--- config.mk ---
export PLATFORM = sky130hd
export DESIGN_NAME = alpwm_top
export DESIGN_NICKNAME = d
export VERILOG_FILES = /design/src/alpwm_pkg.sv /design/src/alpwm_top.sv
export SDC_FILE = /design/constraint.sdc
export NUM_CORES = 2
export LEC_CHECK = 0
export BUFFER_PORTS_ARGS = -buffer_cell sky130_fd_sc_hd__buf_2
export CORE_AREA = 2 2 345 347
export CTS_BUF_LIST = sky130_fd_sc_hd__clkbuf_4 sky130_fd_sc_hd__clkbuf_8
export DETAILED_ROUTE_END_ITERATION = 16
export DIE_AREA = 0 0 347 349
export PLACE_DENSITY_LB_ADDON = 0.15
export REMOVE_ABC_BUFFERS = 1
export SYNTH_ARGS = -nofsm -noshare
export SYNTH_HDL_FRONTEND = slang
export SYNTH_SLANG_ARGS = --single-unit
--- constraint.sdc ---
create_clock -name clk_i -period 17.1 [get_ports clk_i]
set_input_delay 0.855 -clock clk_i [delete_from_list [all_inputs] [get_ports clk_i]]
set_output_delay 0.855 -clock clk_i [all_outputs]
set_load 0.01 [all_outputs]
--- src/alpwm_pkg.sv ---
// Shared constants, layouts and types of the angle linearization and PWM output stage
package alpwm_pkg;

    // ----------------------------------------------------------------
    // Register map (byte addresses)
    // ----------------------------------------------------------------
    localparam logic [7:0] ADR_CTRL = 8'h00;
    localparam logic [7:0] ADR_STATUS = 8'h04;
    localparam logic [7:0] ADR_ANGLE = 8'h08;
    localparam int COEF_ADR_BIT = 7;

    // ----------------------------------------------------------------
    // Sizes
    // ----------------------------------------------------------------
    localparam int NUM_COEF = 32;
    localparam int COEF_W = 12;
    localparam int ANGLE_W = 16;
    localparam int NUM_ERR = 12;
    localparam int FRAC_W = 11;
    localparam int CNT_W = 24;

    // ----------------------------------------------------------------
    // Reset values
    // ----------------------------------------------------------------
    localparam logic [13:0] CTRL_RESET = 14'h000d;
    localparam logic [COEF_W-1:0] COEF_RESET = 12'h000;

    // ----------------------------------------------------------------
    // Timing: one period unit is 2.5 us, the frequency grid is built from it
    // ----------------------------------------------------------------
    localparam int CLK_PERIOD_NS = 4;
    localparam int UNIT_NS = 2500;
    localparam logic [11:0] PERIOD_BASE_UNITS = 12'h070;
    localparam logic [4:0] PERIOD_FINE_OFFSET = 5'h10;

    // ----------------------------------------------------------------
    // Duty codes as fractions of 65536
    // ----------------------------------------------------------------
    localparam logic [15:0] DUTY_MIN = 16'h0ccd;
    localparam logic [15:0] DUTY_SPAN = 16'he666;
    localparam logic [15:0] ERR_DUTY [0:NUM_ERR-1] = '{
        16'h0ccd, 16'h1b33, 16'h299a, 16'h3800, 16'h4666, 16'h54cd,
        16'h6333, 16'h719a, 16'h8000, 16'h8e66, 16'h9ccd, 16'hab33
    };
    localparam logic [3:0] ERR_NONE = 4'hf;
    localparam logic [3:0] ERR_IDX_MEAN = 4'h5;
    localparam logic [3:0] ERR_IDX_NVM = 4'h8;

    // ----------------------------------------------------------------
    // Types
    // ----------------------------------------------------------------
    typedef struct packed {
        logic mask_main;
        logic mask_analog;
        logic [3:0] pwm_freq;
        logic rsv;
        logic [2:0] pwm_band;
        logic err_style;
        logic err_pwm_en;
        logic coef_range_sel;
        logic lin_en;
    } alpwm_cfg_s;

    typedef struct packed {
        logic watchdog_fault;
        logic osc_freq_fault;
        logic selftest_fault;
        logic pll_unlock_fault;
        logic zero_cross_check_fault;
        logic mean_calc_fault;
        logic analog_supply_low;
        logic main_supply_low;
        logic field_weak_fault;
        logic nvm_corrected_fault;
        logic clip_fault;
        logic field_strong_fault;
        logic temp_window_fault;
    } alpwm_fault_s;

    typedef enum logic [1:0] {PW_ANGLE, PW_ERR_FLOAT, PW_ERR_CODE} alpwm_mode_e;

endpackage

--- src/alpwm_top.sv ---
// Angle linearization and PWM output stage with error duty codes and Wishbone registers
//
// The register addresses and register access over Wishbone are this design's own decisions.
`timescale 1ns/1ps
`default_nettype none

module alpwm_top import alpwm_pkg::*; #(
    parameter int unsigned UNIT_CYCLES = UNIT_NS / CLK_PERIOD_NS
) (
    input wire logic clk_i,
    input wire logic rst_i,
    input wire logic wb_cyc_i,
    input wire logic wb_stb_i,
    input wire logic wb_we_i,
    input wire logic [7:0] wb_adr_i,
    input wire logic [3:0] wb_sel_i,
    input wire logic [31:0] wb_dat_i,
    output logic [31:0] wb_dat_o,
    output logic wb_ack_o,
    input wire logic [ANGLE_W-1:0] angle_i,
    input wire logic angle_valid_i,
    input wire alpwm_fault_s flt_i,
    output logic [ANGLE_W-1:0] angle_o,
    output logic angle_valid_o,
    output logic pwm_o,
    output logic pwm_oe_n_o
);

    // ----------------------------------------------------------------
    // Helpers
    // ----------------------------------------------------------------
    function automatic logic [CNT_W-1:0] scale_duty(input logic [CNT_W-1:0] p, input logic [15:0] d);
        logic [39:0] t;
        t = 40'(p) * 40'(d);
        return t[39:16];
    endfunction

    function automatic logic [3:0] top_err(input logic [NUM_ERR-1:0] a);
        logic [3:0] r;
        r = ERR_NONE;
        for (int i = NUM_ERR - 1; i >= 0; i--) begin
            if (a[i]) begin
                r = 4'(i);
            end
        end
        return r;
    endfunction

    // ----------------------------------------------------------------
    // Register bus
    // ----------------------------------------------------------------
    alpwm_cfg_s cfg, next_cfg;
    logic [COEF_W-1:0] coef [0:NUM_COEF-1];
    logic [COEF_W-1:0] next_coef [0:NUM_COEF-1];
    logic [31:0] next_dat;
    logic next_ack;
    logic [NUM_ERR-1:0] err_act;
    logic [3:0] err_idx;
    alpwm_mode_e mode, next_mode;
    logic [ANGLE_W-1:0] lin_angle, next_lin_angle;

    always_comb begin
        logic req;
        logic [15:0] cw;
        logic [COEF_W-1:0] c;
        req = wb_cyc_i && wb_stb_i;
        cw = {2'b00, cfg};
        c = coef[wb_adr_i[6:2]];
        next_ack = req && !wb_ack_o;
        next_dat = 32'h0;
        next_cfg = cfg;
        next_coef = coef;
        if (req && !wb_ack_o) begin
            if (wb_adr_i[COEF_ADR_BIT]) begin
                next_dat = {20'h0, c};
            end else if (wb_adr_i[7:2] == ADR_CTRL[7:2]) begin
                next_dat = {18'h0, cfg};
            end else if (wb_adr_i[7:2] == ADR_STATUS[7:2]) begin
                next_dat = {6'h0, mode, 4'h0, err_idx, 4'h0, err_act};
            end else if (wb_adr_i[7:2] == ADR_ANGLE[7:2]) begin
                next_dat = {16'h0, lin_angle};
            end
        end
        // Writes land on the edge where the master samples ack
        if (req && wb_ack_o && wb_we_i) begin
            if (wb_adr_i[COEF_ADR_BIT]) begin
                if (wb_sel_i[0]) begin
                    c[7:0] = wb_dat_i[7:0];
                end
                if (wb_sel_i[1]) begin
                    c[11:8] = wb_dat_i[11:8];
                end
                next_coef[wb_adr_i[6:2]] = c;
            end else if (wb_adr_i[7:2] == ADR_CTRL[7:2]) begin
                if (wb_sel_i[0]) begin
                    cw[7:0] = wb_dat_i[7:0];
                end
                if (wb_sel_i[1]) begin
                    cw[15:8] = wb_dat_i[15:8];
                end
                next_cfg = alpwm_cfg_s'(cw[13:0]);
                next_cfg.rsv = 1'b0;
            end
        end
    end

    always_ff @(posedge clk_i) begin
        if (rst_i) begin
            cfg <= alpwm_cfg_s'(CTRL_RESET);
            wb_ack_o <= 1'b0;
            wb_dat_o <= 32'h0;
        end else begin
            cfg <= next_cfg;
            wb_ack_o <= next_ack;
            wb_dat_o <= next_dat;
        end
    end

    // Coefficient store, one register per correction point
    generate
        for (genvar g = 0; g < NUM_COEF; g++) begin : g_coef
            always_ff @(posedge clk_i) begin
                if (rst_i) begin
                    coef[g] <= COEF_RESET;
                end else begin
                    coef[g] <= next_coef[g];
                end
            end
        end
    endgenerate

    // ----------------------------------------------------------------
    // Linearization pipeline
    // ----------------------------------------------------------------
    logic s1_valid, next_s1_valid;
    logic [ANGLE_W-1:0] s1_angle, next_s1_angle;
    logic [COEF_W-1:0] s1_c0, s1_c1, next_s1_c0, next_s1_c1;
    logic [FRAC_W-1:0] s1_frac, next_s1_frac;
    logic next_angle_valid;

    always_comb begin
        logic [4:0] idx;
        logic signed [12:0] diff;
        logic signed [24:0] prod;
        logic signed [24:0] acc;
        logic [12:0] interp;
        logic [15:0] corr;
        corr = 16'h0000;
        idx = angle_i[ANGLE_W-1:FRAC_W];
        next_s1_valid = angle_valid_i;
        next_s1_angle = angle_valid_i ? angle_i : s1_angle;
        next_s1_frac = angle_valid_i ? angle_i[FRAC_W-1:0] : s1_frac;
        next_s1_c0 = angle_valid_i ? coef[idx] : s1_c0;
        next_s1_c1 = angle_valid_i ? coef[5'(idx + 5'h01)] : s1_c1;
        diff = $signed({s1_c1[11], s1_c1}) - $signed({s1_c0[11], s1_c0});
        prod = diff * $signed({1'b0, s1_frac});
        acc = $signed({{2{s1_c0[11]}}, s1_c0, 11'h000}) + prod;
        interp = acc[23:11];
        // Coefficient LSB weight follows the range select
        if (cfg.coef_range_sel) begin
            corr = {interp[12], interp, 2'b00};
        end else begin
            corr = {{2{interp[12]}}, interp, 1'b0};
        end
        next_angle_valid = s1_valid;
        next_lin_angle = lin_angle;
        if (s1_valid) begin
            // Both paths go through the same two stages
            next_lin_angle = cfg.lin_en ? s1_angle - corr : s1_angle;
        end
    end

    always_ff @(posedge clk_i) begin
        if (rst_i) begin
            s1_valid <= 1'b0;
            s1_angle <= '0;
            s1_frac <= '0;
            s1_c0 <= '0;
            s1_c1 <= '0;
            lin_angle <= '0;
            angle_o <= '0;
            angle_valid_o <= 1'b0;
        end else begin
            s1_valid <= next_s1_valid;
            s1_angle <= next_s1_angle;
            s1_frac <= next_s1_frac;
            s1_c0 <= next_s1_c0;
            s1_c1 <= next_s1_c1;
            lin_angle <= next_lin_angle;
            angle_o <= next_lin_angle;
            angle_valid_o <= next_angle_valid;
        end
    end

    // ----------------------------------------------------------------
    // Error collection and priority
    // ----------------------------------------------------------------
    logic wd_lat, st_lat, pend_mean, pend_nvm;
    logic next_wd_lat, next_st_lat, next_pend_mean, next_pend_nvm;
    logic wrap;
    logic consume_mean, consume_nvm;

    always_comb begin
        err_act[0] = wd_lat || flt_i.watchdog_fault;
        err_act[1] = flt_i.osc_freq_fault;
        err_act[2] = st_lat || flt_i.selftest_fault;
        err_act[3] = flt_i.pll_unlock_fault;
        err_act[4] = flt_i.zero_cross_check_fault;
        err_act[5] = pend_mean || flt_i.mean_calc_fault;
        err_act[6] = (flt_i.analog_supply_low && !cfg.mask_analog)
                     || (flt_i.main_supply_low && !cfg.mask_main);
        err_act[7] = flt_i.field_weak_fault;
        err_act[8] = pend_nvm || flt_i.nvm_corrected_fault;
        err_act[9] = flt_i.clip_fault;
        err_act[10] = flt_i.field_strong_fault;
        err_act[11] = flt_i.temp_window_fault;
        err_idx = top_err(err_act);
        next_wd_lat = err_act[0];
        next_st_lat = err_act[2];
        // A new event in the consuming cycle stays pending
        next_pend_mean = (pend_mean && !consume_mean) || flt_i.mean_calc_fault;
        next_pend_nvm = (pend_nvm && !consume_nvm) || flt_i.nvm_corrected_fault;
    end

    always_ff @(posedge clk_i) begin
        if (rst_i) begin
            wd_lat <= 1'b0;
            st_lat <= 1'b0;
            pend_mean <= 1'b0;
            pend_nvm <= 1'b0;
        end else begin
            wd_lat <= next_wd_lat;
            st_lat <= next_st_lat;
            pend_mean <= next_pend_mean;
            pend_nvm <= next_pend_nvm;
        end
    end

    // ----------------------------------------------------------------
    // PWM generator
    // ----------------------------------------------------------------
    logic [CNT_W-1:0] cnt, next_cnt;
    logic [CNT_W-1:0] period_len, next_period_len;
    logic [CNT_W-1:0] high_len, next_high_len;
    logic [CNT_W-1:0] base_cycles;
    logic [15:0] angle_duty;
    logic err_shown;
    logic next_pwm, next_oe_n;

    always_comb begin
        logic [11:0] base_units;
        base_units = PERIOD_BASE_UNITS + (12'(cfg.pwm_freq + PERIOD_FINE_OFFSET) << cfg.pwm_band);
        base_cycles = CNT_W'(32'(base_units) * 32'(UNIT_CYCLES));
        angle_duty = DUTY_MIN + 16'((32'(lin_angle[15:4]) * 32'(DUTY_SPAN)) >> 12);
        wrap = (cnt == period_len - 24'h000001);
        err_shown = cfg.err_pwm_en && (err_idx != ERR_NONE);
        consume_mean = wrap && err_shown && (err_idx == ERR_IDX_MEAN);
        consume_nvm = wrap && err_shown && (err_idx == ERR_IDX_NVM);
        next_cnt = cnt + 24'h000001;
        next_mode = mode;
        next_period_len = period_len;
        next_high_len = high_len;
        if (wrap) begin
            // New settings only take effect on a period boundary
            next_cnt = '0;
            if (err_shown && !cfg.err_style) begin
                next_mode = PW_ERR_FLOAT;
                next_period_len = base_cycles;
                next_high_len = '0;
            end else if (err_shown) begin
                next_mode = PW_ERR_CODE;
                next_period_len = {base_cycles[CNT_W-2:0], 1'b0};
                next_high_len = scale_duty({base_cycles[CNT_W-2:0], 1'b0}, ERR_DUTY[err_idx]);
            end else begin
                next_mode = PW_ANGLE;
                next_period_len = base_cycles;
                next_high_len = scale_duty(base_cycles, angle_duty);
            end
        end
        next_pwm = next_cnt < next_high_len;
        next_oe_n = (next_mode == PW_ERR_FLOAT);
    end

    always_ff @(posedge clk_i) begin
        if (rst_i) begin
            cnt <= '0;
            period_len <= 24'h000001;
            high_len <= '0;
            mode <= PW_ANGLE;
            pwm_o <= 1'b0;
            pwm_oe_n_o <= 1'b1;
        end else begin
            cnt <= next_cnt;
            period_len <= next_period_len;
            high_len <= next_high_len;
            mode <= next_mode;
            pwm_o <= next_pwm;
            pwm_oe_n_o <= next_oe_n;
        end
    end
endmodule

`default_nettype wire

==> impl_metrics.toml <==
[logic_synthesis]
synth_edf_count = 0
synth_common_cells = "1,337 x nand2_1, 985 x inv_1, 761 x fa_1, 557 x dfxtp_1, 489 x a21oi_1"
synth_top_area_share = 0.238
syn_inst = 7146
synth.most_common_cell = "nand2_1"
synthArstFlopShare = 0
yosys_warnings = 0
synth_area_um2 = 64100
synth_cell_types = 102
netlist_top_cells_area = "fa_1 24%, dfxtp_1 17%, mux4_2 12%"
avgSynthCellArea_um2 = 8.97
ys_seq_elements = 557
seq_area_frac_synth = 0.174
synth-main-ff-cell = "dfxtp_1"
synth.largest_area_cell = "fa_1"

[worst_hold_path]
whs_endpoint = "s1_angle[9]"
min-delay-start = "angle_i[9]"
hp-class = "in -> reg"
worst_hold_path.num_cells = 3

[worst_setup_path]
cpMaxStageDelayCell = "xor2_1"
crit_path_max_incr_delay_ns = 0.99
crit_top_cell = "fa_1"
worstSetupEndpointType = "register"
r2r_start = "lin_angle[13]"
worstPathRequired_ns = 17.77
r2r_end = "pwm_o"
r2r_cells = 56
worstPathMaxFanout = 16
crit_arrival_ns = 16.81
crit_path_start_kind = "register"
path_class = "reg -> reg"
r2r_setup_slack_ns = 0.96

[sta]
min_period_ns = 16.14
setup_slack_ns = 0.964
rsz0062_at_grt = "false"
relSlewSlack = 0.0741
fin_skew_ns = 0.0840
post-route-period-util = 0.944
drv_slew = 0
max_freq_mhz = 62.0
fin_setup_tns_ns = 0
setup_viol = 0
worst_slew_pin_slew_ns = 1.38
hold_violations = 0

[grt]
grt_max_degree = 178
grt_overflow = 0
grt_pass1_wl_um = 308000
grt_pass1_vias = 51414
antenna_found_initial = 13
grtUsageTotal = 0.335

[clocking]
cts.sinks = 557
cts_resized = 0
clock_latency_ns = 0.78
cts_tree = "done"
h-tree-depth = 3
root_buffer = "clkbuf_8"
clock_path_buffers = 3
post_cts_buffers = 0
hold_buffers = 0
clk_pin_slew_ns = 0.07
cts_made_buffers = 96

[placement]
hpwlAfterDp_um = 149000
post-place-ws_ns = 1.46
placed_cells = 8455
gp_congestion = 0.985
port_buffers = 98

[floorplanning]
die_x_um = 347
core_region_area_um2 = 117000
die-area_um2 = 121000
start_util = 0.546
io_pins = 131
fp-row-count = 126
die_height_um = 349

[layout]
instances_no_fill = 8638
drive_gt1_frac = 0.119
multi_input_area_um2 = 47700
area_delta_synth_final_pct = 6.35
nNetsFinal = 8323
register_area_um2 = 11200
fill_cells = 10417
final_util = 0.580

[run]
drv_cap = 0

[routing]
drcViolationCount = 0
wl_um = 201000
ant_nets = 0
drt-pass1-iter-count = 8
drtIter0Drc = 5811
routedWlPerCell_um = 23.3
routed_via_density = 6.04
via_count = 52197

[outcome]
status = "finished clean"
## critical path: cells and delay by family (launching register included)
kind                       cells  cell delay, ns
adders and majority gates     15            6.43
and+or+nand+nor                9            1.31
xor gates and xnor gates       3            1.68
AOI/OAI and AO/OA             21            5.09
buffers and inverters          8            0.72
DFF                            1            0.79
## layout make-up
type	instances	share of cell area
flip-flops and latches	557	0.164
clock buffers	151	0.0280
multi-input cells	5165	0.700
inverters	986	0.0543
clock inverters	24	0.00455
repair buffers	211	0.0205
diodes	8	0.000294
well taps	1536	0.0282
## per-layer routing
layer | vias up | share of wire | routed length (um) | GRT usage
li1 | 23168 | - | - | -
met1 | 25788 | 0.40 | 80000 | 0.465
met2 | 2771 | 0.43 | 86900 | 0.497
met3 | 464 | 0.13 | 26100 | 0.101
met4 | 6 | 0.041 | 8270 | 0.120
met5 | - | 0.00019 | 38 | 0
## sequential cells by signal (all words and copies together) (netlist names), 2 cells and up
| signal | cells |
|---|---|
| cfg | 13 |
| high_len | 24 |
| period_len | 23 |
| wb_dat_o | 22 |
| cnt | 24 |
| coef | 384 |
| s1_c0 | 12 |
| mode | 2 |
| s1_angle | 16 |
| lin_angle | 16 |
| s1_c1 | 12 |
## logic make-up after synthesis
family	count (synthesis)	synth area share
XOR/XNOR	208	0.0292
multiplexers	450	0.136
AO/OA/AOI/OAI	952	0.0914
other	1	0.0000585
AND/OR/NAND/NOR	2318	0.155
buffers and inverters	1433	0.0855
flip-flops	557	0.174
adder cells (fa/ha/maj)	1227	0.329
## through the flow
stage | area (um2) | hold WS, ns
after floorplan | 62300 | 0.421
after CTS | 68100 | 0.311
after global placement | 65900 | 0.433
after detailed placement | 65900 | 0.436
final | 68100 | 0.351
after global routing | 68100 | 0.355
## worst max-delay path by stage
stage / start / to / slack, ns / cells past startpoint
2_1_floorplan: cfg[5] / pwm_o / 3.80 / 58
3_3_place_gp: lin_angle[13] / pwm_o / 1.77 / 56
3_5_place_dp: lin_angle[13] / pwm_o / 1.46 / 56
4_1_cts: lin_angle[13] / pwm_o / 1.39 / 56
5_1_grt: lin_angle[13] / pwm_o / 0.41 / 57
6_report: lin_angle[13] / pwm_o / 0.96 / 56
## cells in the final DEF (no fill, tap or decap), types with 50 or more instances in the layout
cell type / Yosys / final
a211oi_1: 70 / 70
a21o_1: 58 / 58
a21oi_1: 489 / 487
a22oi_1: 61 / 61
and2_1: 123 / 123
buf_2: 11 / 93
buf_4: 13 / 113
clkbuf_8: 0 / 124
dfxtp_1: 557 / 557
fa_1: 761 / 761
ha_1: 466 / 465
inv_1: 985 / 985
mux2i_1: 99 / 99
mux4_2: 336 / 336
nand2_1: 1337 / 1337
nand3_1: 50 / 50
nor2_1: 488 / 474
nor3_1: 72 / 71
o21ai_0: 92 / 91
xnor2_1: 125 / 109
xor2_1: 79 / 74
Power is left out: the tool's default activity adds up to more than one toggle a clock period on the data nets, which glitch-free logic cannot reach.
